File: config.mk
export PLATFORM = sky130hd
export DESIGN_NAME = synth_divider_program_port
export DESIGN_NICKNAME = d
export VERILOG_FILES = /design/src/logic/synth_divider_pkg.sv /design/src/logic/rate_multiplier.sv /design/src/logic/synth_divider_program_port.sv /design/src/logic/tick_divider.sv
export VERILOG_INCLUDE_DIRS = /design/src /design/src/logic
export SDC_FILE = /design/constraint.sdc
export NUM_CORES = 1
export LEC_CHECK = 0
export BUFFER_PORTS_ARGS = -buffer_cell sky130_fd_sc_hd__buf_2
export CORE_ASPECT_RATIO = 0.9
export CORE_MARGIN = 2
export CORE_UTILIZATION = 53
export CTS_CLUSTER_DIAMETER = 50
export CTS_CLUSTER_SIZE = 10
export DETAILED_ROUTE_END_ITERATION = 10
export HOLD_SLACK_MARGIN = 0.08
export PLACE_DENSITY = 0.79
export REMOVE_ABC_BUFFERS = 1
export SETUP_SLACK_MARGIN = 0.4
export SLEW_MARGIN = 20
export SYNTH_ARGS = -nofsm -noshare
export SYNTH_HDL_FRONTEND = slang
export SYNTH_SLANG_ARGS = --single-unit
File: constraint.sdc
create_clock -name aclk -period 3.55 [get_ports aclk]
set_input_delay 0 -clock aclk [delete_from_list [all_inputs] [get_ports aclk]]
set_output_delay 0 -clock aclk [all_outputs]
set_load 0.05 [all_outputs]
File: src/logic/synth_divider_consts.svh
`ifndef SYNTH_DIVIDER_CONSTS_SVH
`define SYNTH_DIVIDER_CONSTS_SVH
// ==========================================================
// register map (byte addresses)
`define RATIO_OFFSET        8'h00
`define CTRL_OFFSET         8'h04
`define STATUS_OFFSET       8'h08
`define CTRL_SOFT_RESET_BIT 0
`define STATUS_SERIAL_BIT   0
`define STATUS_RANGE_BIT    1
`define RESP_OKAY           2'h0
`define RESP_SLVERR         2'h2
// ==========================================================
// serial frame layout, msb first
`define FRAME_BITS          13
`define TSEL_LSB            11
`define OUTSEL_LSB          9
// ==========================================================
// feedback values that lock with a 25 MHz reference
`define FB_LOCK_MIN         9'h00A
`define FB_LOCK_MAX         9'h01C
`endif

File: src/logic/synth_divider_pkg.sv
`default_nettype none
// ==========================================================
// shared state types
package synth_divider_pkg;
  `include "synth_divider_consts.svh"

  typedef struct packed {
    logic [1:0]  pl_s;
    logic [1:0]  sl_s;
    logic [1:0]  sck_s;
    logic [1:0]  sdat_s;
    logic [1:0]  mr_s;
    logic [1:0]  refsel_s;
    logic [1:0]  refd_s;
    logic [1:0]  reft_s;
    logic [8:0]  pfb_s1;
    logic [8:0]  pfb_s2;
    logic [1:0]  pout_s1;
    logic [1:0]  pout_s2;
    logic        sl_d;
    logic        sck_d;
    logic        ref_d;
    logic [12:0] shift;
    logic [8:0]  fb;
    logic [1:0]  outsel;
    logic [1:0]  tsel;
    logic        soft_reset;
    logic        fout;
    logic        fout_n;
    logic        half;
    logic        half_n;
    logic        monitor;
    logic        awready;
    logic        wready;
    logic        aw_got;
    logic        w_got;
    logic [7:0]  waddr;
    logic [31:0] wdata;
    logic [3:0]  wstrb;
    logic        bvalid;
    logic [1:0]  bresp;
    logic        arready;
    logic        rvalid;
    logic [31:0] rdata;
    logic [1:0]  rresp;
  } top_state_type;
endpackage
`default_nettype wire

File: src/logic/rate_multiplier.sv
`timescale 1ns/100ps
`default_nettype none
// ==========================================================
// digital stand-in for the vco: multiplier ticks per reference period
module rate_multiplier #(
  parameter int PERIOD_W = 16,
  parameter int MUL_W    = 9
) (
  // clock and reset
  input  wire logic             aclk,
  input  wire logic             aresetn,
  // reference and ratio
  input  wire logic             ref_edge,
  input  wire logic [MUL_W-1:0] multiplier,
  // tick out
  output logic                  vco_tick
);
  typedef struct packed {
    logic [PERIOD_W-1:0] count;
    logic [PERIOD_W-1:0] period;
    logic [PERIOD_W-1:0] acc;
    logic                tick;
  } mul_state_type;

  mul_state_type q, n;

  // at most one tick per aclk: fin * multiplier must stay below aclk
  always_comb begin
    logic [PERIOD_W:0] sum;
    sum = '0;
    n = q;
    n.tick = 1'b0;
    if (ref_edge) begin
      n.period = PERIOD_W'(q.count + 1'b1);
      n.count  = '0;
    end else if (q.count != '1) begin
      n.count = PERIOD_W'(q.count + 1'b1);
    end
    if (q.period != '0) begin
      sum = {1'b0, q.acc} + (PERIOD_W + 1)'(multiplier);
      if (sum >= {1'b0, q.period}) begin
        n.acc  = PERIOD_W'(sum - {1'b0, q.period});
        n.tick = 1'b1;
      end else begin
        n.acc = PERIOD_W'(sum);
      end
    end
  end

  always_ff @(posedge aclk) begin
    if (!aresetn) begin
      q <= '0;
    end else begin
      q <= n;
    end
  end

  assign vco_tick = q.tick;
endmodule
`default_nettype wire

File: src/logic/synth_divider_program_port.sv
// The implementer's own choices: the AXI4-Lite register port and the register addresses.
`timescale 1ns/100ps
`default_nettype none
`include "synth_divider_consts.svh"
// What this block does
// - parallel strobe low passes ratio pins straight to both dividers
// - strobe rising edge keeps parallel values until strobe low or serial event
// - monitor output is low whenever in parallel mode
// - strobe held low from power-up makes strapped ratio pins the default
// - vco rate is reference rate times feedback value
// - main output rate is vco rate over output divide value, except divide 1 (output select 00) gives half the vco rate
// - serial mode shifts one data bit per shift clock rising edge
// - commit strobe rising edge moves shift register into dividers
// - commit strobe falling edge latches divider values
// - commit held high passes shifted data to dividers each shift clock
// - serial frame carries feedback, output and test-select bits
// - test-select 00 low, 01 serial data, 10 feedback, 11 half-rate
// - output divider gives 50 percent duty cycle
// - master reset clears dividers, true outputs low, loaded values kept
// - reference select high picks differential clock, low test clock
module synth_divider_program_port
  import synth_divider_pkg::*;
#(
  parameter logic [31:0] OUT_DIVIDE_TABLE = 32'h0804_0201,
  parameter int          PERIOD_W         = 16
) (
  // clock and reset
  input  wire logic        aclk,
  input  wire logic        aresetn,
  // axi4-lite write address
  input  wire logic [7:0]  awaddr,
  input  wire logic [2:0]  awprot,
  input  wire logic        awvalid,
  output logic             awready,
  // axi4-lite write data
  input  wire logic [31:0] wdata,
  input  wire logic [3:0]  wstrb,
  input  wire logic        wvalid,
  output logic             wready,
  // axi4-lite write response
  output logic [1:0]       bresp,
  output logic             bvalid,
  input  wire logic        bready,
  // axi4-lite read
  input  wire logic [7:0]  araddr,
  input  wire logic [2:0]  arprot,
  input  wire logic        arvalid,
  output logic             arready,
  output logic [31:0]      rdata,
  output logic [1:0]       rresp,
  output logic             rvalid,
  input  wire logic        rready,
  // parallel programming pins
  input  wire logic        parallel_latch_strobe_low,
  input  wire logic [8:0]  feedback_ratio_bits,
  input  wire logic [1:0]  output_ratio_bits,
  // serial programming pins
  input  wire logic        shift_clock,
  input  wire logic        shift_data,
  input  wire logic        commit_strobe,
  // reset and reference pins
  input  wire logic        master_divider_reset,
  input  wire logic        ref_select,
  input  wire logic        ref_diff_clock,
  input  wire logic        ref_test_clock,
  // clock outputs
  output logic             fout,
  output logic             fout_n,
  output logic             fout_half,
  output logic             fout_half_n,
  output logic             monitor_out
);
  top_state_type q, n;

  logic       sck_rise;
  logic       sl_rise;
  logic       ref_level;
  logic       ref_edge;
  logic       clr;
  logic       vco_tick;
  logic       fb_level;
  logic       main_level;
  logic       main_rise;
  logic       half_level;
  logic [8:0] out_divide;

  // ==========================================================
  // helpers
  function automatic logic [8:0] divide_for(input logic [1:0] sel);
    return {1'b0, OUT_DIVIDE_TABLE[{sel, 3'b000} +: 8]};
  endfunction

  function automatic logic in_lock_range(input logic [8:0] m);
    return (m >= `FB_LOCK_MIN) && (m <= `FB_LOCK_MAX);
  endfunction

  assign sck_rise   = q.sck_s[1] && !q.sck_d;
  assign sl_rise    = q.sl_s[1] && !q.sl_d;
  assign ref_level  = q.refsel_s[1] ? q.refd_s[1] : q.reft_s[1];
  assign ref_edge   = ref_level && !q.ref_d;
  assign clr        = q.mr_s[1] || q.soft_reset;
  assign out_divide = divide_for(q.outsel);

  // ==========================================================
  // vco model and dividers
  rate_multiplier #(
    .PERIOD_W (PERIOD_W),
    .MUL_W    (9)
  ) vco_model (
    .aclk       (aclk),
    .aresetn    (aresetn),
    .ref_edge   (ref_edge),
    .multiplier (q.fb),
    .vco_tick   (vco_tick)
  );

  tick_divider #(.W(9)) feedback_div (
    .aclk    (aclk),
    .aresetn (aresetn),
    .clr     (clr),
    .tick    (vco_tick),
    .divisor (q.fb),
    .level   (fb_level),
    .rise    ()
  );

  tick_divider #(.W(9)) main_div (
    .aclk    (aclk),
    .aresetn (aresetn),
    .clr     (clr),
    .tick    (vco_tick),
    .divisor (out_divide),
    .level   (main_level),
    .rise    (main_rise)
  );

  tick_divider #(.W(9)) half_div (
    .aclk    (aclk),
    .aresetn (aresetn),
    .clr     (clr),
    .tick    (main_rise),
    .divisor (9'h002),
    .level   (half_level),
    .rise    ()
  );

  // ==========================================================
  // next state
  always_comb begin
    logic       aw_hs;
    logic       w_hs;
    logic [7:0] addr;
    logic [31:0] data;
    logic [3:0] strb;
    aw_hs = awvalid && q.awready;
    w_hs  = wvalid && q.wready;
    addr  = aw_hs ? awaddr : q.waddr;
    data  = w_hs ? wdata : q.wdata;
    strb  = w_hs ? wstrb : q.wstrb;
    n = q;
    // pins are asynchronous; first stage feeds only the second
    n.pl_s     = {q.pl_s[0], parallel_latch_strobe_low};
    n.sl_s     = {q.sl_s[0], commit_strobe};
    n.sck_s    = {q.sck_s[0], shift_clock};
    n.sdat_s   = {q.sdat_s[0], shift_data};
    n.mr_s     = {q.mr_s[0], master_divider_reset};
    n.refsel_s = {q.refsel_s[0], ref_select};
    n.refd_s   = {q.refd_s[0], ref_diff_clock};
    n.reft_s   = {q.reft_s[0], ref_test_clock};
    n.pfb_s1   = feedback_ratio_bits;
    n.pfb_s2   = q.pfb_s1;
    n.pout_s1  = output_ratio_bits;
    n.pout_s2  = q.pout_s1;
    n.sl_d     = q.sl_s[1];
    n.sck_d    = q.sck_s[1];
    n.ref_d    = ref_level;

    // ratio programming; master reset leaves these untouched
    if (!q.pl_s[1]) begin
      n.fb     = q.pfb_s2;
      n.outsel = q.pout_s2;
    end else begin
      if (sck_rise) begin
        n.shift = {q.shift[`FRAME_BITS-2:0], q.sdat_s[1]};
      end
      if (sl_rise) begin
        n.tsel   = q.shift[`TSEL_LSB +: 2];
        n.outsel = q.shift[`OUTSEL_LSB +: 2];
        n.fb     = q.shift[8:0];
      end else if (q.sl_s[1] && q.sl_d && sck_rise) begin
        n.tsel   = n.shift[`TSEL_LSB +: 2];
        n.outsel = n.shift[`OUTSEL_LSB +: 2];
        n.fb     = n.shift[8:0];
      end
      // otherwise held: after strobe rise and after commit fall
    end

    // monitor mux, forced low in parallel mode
    if (!q.pl_s[1]) begin
      n.monitor = 1'b0;
    end else begin
      unique case (q.tsel)
        2'b00: n.monitor = 1'b0;
        2'b01: n.monitor = q.sdat_s[1];
        2'b10: n.monitor = fb_level;
        2'b11: n.monitor = half_level;
      endcase
    end

    n.fout   = !clr && main_level;
    n.fout_n = clr || !main_level;
    n.half   = !clr && half_level;
    n.half_n = clr || !half_level;

    // axi write: address and data taken in either order
    if (aw_hs) begin
      n.awready = 1'b0;
      n.aw_got  = 1'b1;
      n.waddr   = awaddr;
    end
    if (w_hs) begin
      n.wready = 1'b0;
      n.w_got  = 1'b1;
      n.wdata  = wdata;
      n.wstrb  = wstrb;
    end
    if ((q.aw_got || aw_hs) && (q.w_got || w_hs)) begin
      n.aw_got = 1'b0;
      n.w_got  = 1'b0;
      n.bvalid = 1'b1;
      if (addr == `CTRL_OFFSET) begin
        n.bresp = `RESP_OKAY;
        if (strb[0]) n.soft_reset = data[`CTRL_SOFT_RESET_BIT];
      end else begin
        n.bresp = `RESP_SLVERR;
      end
    end
    if (q.bvalid && bready) begin
      n.bvalid  = 1'b0;
      n.awready = 1'b1;
      n.wready  = 1'b1;
    end

    // axi read
    if (arvalid && q.arready) begin
      n.arready = 1'b0;
      n.rvalid  = 1'b1;
      n.rresp   = `RESP_OKAY;
      n.rdata   = 32'h0000_0000;
      unique case (araddr)
        `RATIO_OFFSET:  n.rdata[12:0] = {q.tsel, q.outsel, q.fb};
        `CTRL_OFFSET:   n.rdata[`CTRL_SOFT_RESET_BIT] = q.soft_reset;
        `STATUS_OFFSET: begin
          n.rdata[`STATUS_SERIAL_BIT] = q.pl_s[1];
          n.rdata[`STATUS_RANGE_BIT]  = in_lock_range(q.fb);
        end
        default:        n.rresp = `RESP_SLVERR;
      endcase
    end
    if (q.rvalid && rready) begin
      n.rvalid  = 1'b0;
      n.arready = 1'b1;
    end
  end

  always_ff @(posedge aclk) begin
    if (!aresetn) begin
      q         <= '0;
      q.awready <= 1'b1;
      q.wready  <= 1'b1;
      q.arready <= 1'b1;
      q.fout_n  <= 1'b1;
      q.half_n  <= 1'b1;
    end else begin
      q <= n;
    end
  end

  // ==========================================================
  // outputs
  assign awready     = q.awready;
  assign wready      = q.wready;
  assign bvalid      = q.bvalid;
  assign bresp       = q.bresp;
  assign arready     = q.arready;
  assign rvalid      = q.rvalid;
  assign rdata       = q.rdata;
  assign rresp       = q.rresp;
  assign fout        = q.fout;
  assign fout_n      = q.fout_n;
  assign fout_half   = q.half;
  assign fout_half_n = q.half_n;
  assign monitor_out = q.monitor;
endmodule
`default_nettype wire

File: src/logic/tick_divider.sv
`timescale 1ns/100ps
`default_nettype none
// ==========================================================
// divides a tick stream, output high half and low half of the count
module tick_divider #(
  parameter int W = 9
) (
  // clock and reset
  input  wire logic         aclk,
  input  wire logic         aresetn,
  // control
  input  wire logic         clr,
  input  wire logic         tick,
  input  wire logic [W-1:0] divisor,
  // output
  output logic              level,
  output logic              rise
);
  typedef struct packed {
    logic [W-1:0] count;
    logic         level;
    logic         rise;
  } div_state_type;

  div_state_type q, n;

  // odd divisors above 1 give one tick more high than low
  always_comb begin
    logic [W-1:0] low_len;
    logic [W-1:0] high_len;
    low_len  = divisor >> 1;
    high_len = W'(divisor - low_len);
    if (low_len == '0) low_len = W'(1);
    if (high_len == '0) high_len = W'(1);
    n = q;
    n.rise = 1'b0;
    if (clr) begin
      n = '0;
    end else if (tick) begin
      if (W'(q.count + 1'b1) >= (q.level ? high_len : low_len)) begin
        n.count = '0;
        n.level = !q.level;
        n.rise  = !q.level;
      end else begin
        n.count = W'(q.count + 1'b1);
      end
    end
  end

  always_ff @(posedge aclk) begin
    if (!aresetn) begin
      q <= '0;
    end else begin
      q <= n;
    end
  end

  assign level = q.level;
  assign rise  = q.rise;
endmodule
`default_nettype wire
==> impl_results.md, run 1 <==
- P_sw: 2.952 mW
- Critical Path, Cell by Cell: buf_4, ha_2, nand3_1, o211ai_1, buf_4, a2bb2oi_2, buf_4, xor2_1, ha_1, o21ai_1, o21bai_1, nand2b_1, nand4b_4, nor2_4, buf_12, buf_8, buf_4, mux2i_1, a21oi_1
- Nets: 1473
- Routability congestion estimate: approximately 0.9
- Number of flops mapped to enable cells by yosys: 0
- Chip width: between 100 and 150 um
- Hold Path Class: in2reg
- Met1 GRT Util: 0.3079
- Slowest cell on the critical path: ha_2
- CTS Root Buffer Type: clkbuf_16
- Switching Share: 0.3743
- Grt total ovfl: 0
- DRC viols: 0
- Leak: ~5.3 nW
- Post-DP HPWL: ~16000 um
- PnR worst setup slack: -0.3491 ns
- Register area share after synthesis: 0.3783
- Area Overhead vs Synth: 26.72%
- Max frequency: about 0.26 GHz
- Layout cell share with drive strength beyond 1: 0.2209
- Largest net degree at the start of global routing: between 70 and 80
- WL/cell: roughly 16 um
- Via count: around 8800
- Synthesized area per cell: 8.603 um2
- Io pins: 130
- Synth unique cells: 70
- Final hold viol count: 0
- Mapped Cells: between 1000 and 1500
- Initial antenna violation count: 0
- Part of the cycle the worst path needs: 1.098
- RSZ-0062 raised after global routing: yes
- Worst-path clk slew: about 0.080 ns
- GR Util All Layers: 0.2393
- Synth warnings: 0
- Drt first-iter violations: between 700 and 800
- Number of fillers in the final layout: 1309
- Gr busiest metal: met2
- Status: complete, but fails checks
- Max Transition Viols Final: 0
- Max FO, Critical Path: 6
- DRT antenna net count: 0
- # rows: between 40 and 50
- ANT cells: 0
- Worst Hold End: rresp[1]
- # H-tree levels: 4
- Crit. End Element: flip-flop
- Crit path kind: reg2reg
- Clock power frac: 0.248
- Vias in the first global route: slightly above 8000
- Peak per-stage delay on the critical path: between 0.3 and 0.4 ns
- Max VDD drop: 0.3906 mV
- Clk buf depth: 2
- Worst reg2reg path depth: 19
- Startpoint Class: flip-flop
- CP arrival: between 4 and 5 ns
- Seq pwr share: 0.302
- Worst Hold Depth: 7
- Min-delay src: araddr[0]
- Max Cap Viol: 0
- Synth area leaders: dfxtp_1, ha_1, a21oi_1
- First-pass GRT wire length: approximately 38000 um
- Clock skew: 0.009657 ns
- CP required: roughly 3.9 ns
- Die H: around 130 um
- Top FF cell, synth: dfxtp_1
- Port bufs: a little under 70
- Post-Route Setup TNS: -7.189 ns
- TritonCTS clock tree: done
- M2 GR Usage: 0.3985
- Worst path most repeated cell: buf_4
- Core Area: 18230 um2
- Failing checks: setup timing
- Register-to-register path setup slack: -0.35 ns
- Fin crit period: just under 4 ns
- Async SR Flop Fraction: 0
- Total Power: ~8 mW
- Slew @ Worst Pin: just over 1 ns
- Pwr per Cell Area: about 640 nW/um2
- Share of power burned in combinational logic: 0.450
- Clk_lat worst skew: roughly 0.45 ns
- Final Setup Violations: 27
- Mapped Area: a little under 10000 um2
- Most frequent cells in the layout: dfxtp_1, nand2_1, nor2_1
- DRT Wirelength: roughly 25000 um
- Relative slew slack: 0.3048
- Die Area: a little under 20000 um2
- Internal cell power: about 5 mW
- Share of the synthesized area in the top cell type: 0.3783
- Commonest non-fill, non-tap cell in the layout: dfxtp_1
- Yosys top cell by area: dfxtp_1
- Num CTS Buffers: 17
- Reg2reg start: q[100]
- Initial Util: 0.5371
- Met3 Use GR: 0.04448
- Vias per cell: about 5.6
- Clk sinks: approximately 190
- FF-to-FF End: vco_model.q[10]
- Flops & latches, synth: ~190
- DR pass1 iterations: 5
[how the worst max path moves through the flow]
stage,endpoint,slack (ns),cells past startpoint,startpoint
floorplan,vco_model.q[1],-0.40,15,q[97]
global placement,feedback_div.q[2],-0.32,18,q[97]
detailed placement,feedback_div.q[2],-0.49,18,q[97]
CTS,feedback_div.q[5],-0.26,19,q[97]
global route,feedback_div.q[9],-0.50,19,q[97]
finish,vco_model.q[10],-0.35,19,q[100]
[repair_timing]
action                                  in CTS  in global routing
pin swaps                                   39                 47
hold endpoints to repair                    41                  0
buffers inserted                            17                 11
resized for setup                           48                 59
endpoints found under the setup margin      27                 32
hold buffers                                39                  0
[flip-flops by register name, indices dropped and copies added (netlist names), 9 cells and up]
register	flops
feedback_div.q	9
vco_model.q	48
main_div.q	9
rdata	13
n	21
q	59
half_div.q	9
[logic make-up (layout without fill, tap and decap cells)]
kind of cell	count (synthesis)	in the layout	synth area share
compound gates	246	246	0.1592
other cells	2	25	0.0007671
fa+ha+maj	71	71	0.09304
xor+xnor	64	64	0.05725
mux	46	46	0.04779
buf+inv	128	298	0.06428
flops	185	185	0.3783
simple gates	396	396	0.1994
[layer usage]
layer | share of wire | wire, um
met4 | 0.031 | 771
met3 | 0.066 | 1634
met1 | 0.42 | 10580
met5 | 0 | 0
met2 | 0.48 | 11940
[through the flow]
stage / utilization / area, um2 / hold WS (ns) / instances / setup slack, ns
after detailed placement: 0.5871 / 10700 / 0.2081 / 1477 / -0.4909
after global placement: 0.5871 / 10700 / 0.2053 / 1477 / -0.3213
after CTS: 0.6607 / 12050 / 0.08255 / 1565 / -0.2621
after global routing: 0.6806 / 12410 / 0.1749 / 1576 / -0.5029
after floorplan: - / 9435 / 0.1004 / 1083 / -0.3956
final: 0.6806 / 12410 / 0.1110 / 1576 / -0.3491
[critical path: cells and delay by family, from the launching register on]
kind / cells / cell delay [ns]
muxes: 1 / 0.22
and+or+nand+nor: 4 / 0.55
AOI/OAI and AO/OA: 5 / 0.85
DFF: 1 / 0.36
xor gates and xnor gates: 1 / 0.25
buffers and inverters: 6 / 0.85
adders and majority gates: 2 / 0.70
[synth_stat cells (21+ instances only)]
cell      instances
dfxtp_1         185
nand2_1         109
nor2_1          109
a21oi_1          82
ha_1             68
and2_1           51
inv_1            50
o21ai_0          44
mux2i_1          40
buf_4            37
clkbuf_1         37
xnor2_1          33
xor2_1           31
nand3_1          28
a211oi_1         21
[cell type report]
class	instances	area, um2	area share
multi-input combinational	848	5959	0.4803
sequential	185	3707	0.2988
timing repair buffer	216	1619	0.1305
clock buffer	18	439.2	0.03540
tap	245	306.5	0.02471
clock inverter	14	187.7	0.01513
inverter	50	187.7	0.01513
[power by group through the flow]
stage | logic [mW] | clock network [mW] | registers [mW]
finish | 3.55 | 1.96 | 2.38
global route | 3.77 | 2.06 | 2.40
CTS | 3.02 | 1.98 | 2.36
detailed placement | 2.46 | 0 | 2.41
global placement | 2.40 | 0 | 2.40
floorplan | 1.68 | 0 | 2.39
No activity file was read; power rests on OpenSTA's default activity.
==> run 2: changes to the inputs <==
--- a/config.mk
+++ b/config.mk
@@ -9,12 +9,12 @@
 export BUFFER_PORTS_ARGS = -buffer_cell sky130_fd_sc_hd__buf_2
 export CORE_ASPECT_RATIO = 0.9
 export CORE_MARGIN = 2
-export CORE_UTILIZATION = 53
+export CORE_UTILIZATION = 25
 export CTS_CLUSTER_DIAMETER = 50
 export CTS_CLUSTER_SIZE = 10
 export DETAILED_ROUTE_END_ITERATION = 10
 export HOLD_SLACK_MARGIN = 0.08
-export PLACE_DENSITY = 0.79
+export PLACE_DENSITY = 0.44
 export REMOVE_ABC_BUFFERS = 1
 export SETUP_SLACK_MARGIN = 0.4
 export SLEW_MARGIN = 20
==> run 2 against run 1 <==
The run still ends with setup timing left. Cell count rose by 20%. First-iteration DRC count fell by 47%. Clock power barely moved. Die area rose by 110%. Largest power group unchanged. Highest routed layer unchanged.
==> impl_results.md, run 2 (synthesis gave the netlist of run 1 again) <==
- Die Area: 40760 um2 (+110%)
- Final Setup Violations: 26 (-3.7%)
- Max frequency: 0.2672 GHz (+4.2%)
- Clk sinks: 185 (unchanged)
- Leak: 5.448 nW (+3.0%)
- Io pins: 130 (unchanged)
- ANT cells: 0 (unchanged)
- Crit path kind: reg2reg
- Area Overhead vs Synth: 33.57%
- DRT antenna net count: 0 (unchanged)
- RSZ-0062 raised after global routing: yes
- Max VDD drop: 0.2988 mV (-24%)
- WL/cell: 13.67 um (-14%)
- Via count: 8325 (-5.6%)
- Final hold viol count: 0 (unchanged)
- Initial Util: 0.2546 (-0.2825)
- DR pass1 iterations: 4 (-1)
- Pwr per Cell Area: 612.8 nW/um2 (-3.6%)
- Num CTS Buffers: 17 (unchanged)
- Hold Path Class: in2reg
- Drt first-iter violations: 384 (-47%)
- P_sw: 2.819 mW (-4.5%)
- Share of power burned in combinational logic: 0.456 (+0.006)
- Internal cell power: 5.196 mW (+5.3%)
- Grt total ovfl: 0 (unchanged)
- CTS Root Buffer Type: clkbuf_16
- DRT Wirelength: 25770 um (+3.4%)
- CP arrival: 4.13 ns (-0.10 ns)
- Seq pwr share: 0.297 (-0.005)
- Top reg by flops: q
- Core Area: 38460 um2 (+110%)
- Slew @ Worst Pin: 0.6750 ns (-0.3609 ns)
- Port bufs: 68 (unchanged)
- PnR worst setup slack: -0.1920 ns (+0.1571 ns)
- DRC viols: 0 (unchanged)
- # H-tree levels: 4 (unchanged)
- Fin crit period: 3.742 ns (-0.1571 ns)
- Post-DP HPWL: 18420 um (+18%)
- Clk_lat worst skew: 0.46 ns (about the same)
- Switching Share: 0.3517 (-0.02262)
- Clk buf depth: 2 (unchanged)
- Most frequent cells in the layout: dfxtp_1, buf_4, nand2_1
- Commonest non-fill, non-tap cell in the layout: dfxtp_1
- Crit. End Element: flip-flop
- Clock skew: 0.009393 ns (-0.0002644 ns)
- Part of the cycle the worst path needs: 1.054 (-0.04425)
- Nets: 1502 (+2.0%)
- Clock power frac: 0.247 (about the same)
- Initial antenna violation count: 0 (unchanged)
- Vias in the first global route: 8122 (-0.77%)
- Worst-path clk slew: 0.08 ns (about the same)
- Vias per cell: 4.416 (-21%)
- Max Transition Viols Final: 0 (unchanged)
- Total Power: 8.014 mW (+1.6%)
- CP required: 3.94 ns (+0.06 ns)
- Register-to-register path setup slack: -0.19 ns (+0.16 ns)
- GR Util All Layers: 0.1287 (-0.1105)
- Largest net degree at the start of global routing: 63 (-16%)
- Post-Route Setup TNS: -2.811 ns (+4.378 ns)
- Max Cap Viol: 0 (unchanged)
- Status: complete, but fails checks
- Max FFs per register: 59 (unchanged)
- Chip width: 212.6 um (+44%)
- Relative slew slack: 0.5476 (+0.2428)
- TritonCTS clock tree: done
- Max FO, Critical Path: 5 (-1)
- Routability congestion estimate: 0.7762 (-15%)
- Layout cell share with drive strength beyond 1: 0.2434 (+0.02250)
- # rows: 68 (+45%)
- Die H: 191.7 um (+44%)
- Final hold slack: 0.1170 ns (+0.005965 ns)
- Failing checks: setup timing
- First-pass GRT wire length: 41140 um (+7.2%)
- Startpoint Class: flip-flop
-- run 2: cell count changes in the layout (fill, tap and decap cells not counted), moves of 5 or more --
| cell | change |
|---|---|
| buf_4 | +23 |
| clkinv_8 | -6 |
| dlygate4sd3_1 | +5 |
| ha_2 | -5 |
-- run 2: path summary, 6_finish.rpt --
| check | from | end | cells after the start |
|---|---|---|---|
| min reg2reg | n[123] | q[123] | 1 |
| min | arvalid | rdata[12] | 4 |
| max | q[97] | vco_model.q[4] | 18 |
| max reg2reg | q[97] | vco_model.q[4] | 18 |
-- run 2: timing repair --
| item | 4_1_cts | 5_1_grt |
|---|---|---|
| gates resized for setup | 49 | 76 |
| hold endpoints to repair | 41 | 0 |
| pin swaps | 11 | 39 |
| setup buffers | 14 | 15 |
| cloned | 0 | 1 |
| hold buffers | 44 | 0 |
| endpoints found under the setup margin | 27 | 33 |
-- run 2: cell type report --
cell class	instances	area, um2
multi-input combinational	848	6048
clock buffer	19	442.9
timing repair buffer	245	1867
sequential	185	3714
tap	525	656.9
clock inverter	13	158.9
fill	4054	25380
inverter	50	190.2
-- run 2: routing by layer --
layer  global-route usage  wire length (um)  part of all wire
met2               0.1966             11380              0.44
met5                    0                 0                 0
met3              0.02845               785             0.030
met4              0.03846               325             0.013
met1               0.1803             13280              0.52
-- run 2: power by group through the flow --
stage | combinational (mW) | sequential (mW) | clock, mW
finish | 3.65 | 2.38 | 1.98
global placement | 2.63 | 2.41 | 0
floorplan | 1.68 | 2.39 | 0
global route | 3.97 | 2.41 | 2.15
CTS | 3.09 | 2.37 | 2.06
detailed placement | 2.65 | 2.41 | 0
-- run 2: worst max-delay path, cell delays in order, from the launching register on --
cell       delay [ns]
dfxtp_4          0.37
ha_4             0.16
fa_2             0.37
a211o_1          0.35
a21oi_2          0.16
buf_6            0.14
nor2_4           0.04
nor2_4           0.14
xnor2_4          0.11
ha_4             0.31
buf_6            0.10
o21a_1           0.12
o2bb2ai_2        0.07
buf_4            0.14
nor4_4           0.34
nor2_4           0.09
buf_12           0.15
or3_4            0.36
a31oi_2          0.16
-- run 2: through the flow --
step / util / area, um2 / worst slack, ns / cells
after floorplan: - / 9435 / -0.3956 / 1083
after global placement: 0.2919 / 11220 / -0.4690 / 1779
after detailed placement: 0.2920 / 11230 / -0.4946 / 1779
after CTS: 0.3275 / 12600 / -0.1640 / 1869
after global routing: 0.3401 / 13080 / -0.3291 / 1885
final: 0.3401 / 13080 / -0.1920 / 1885
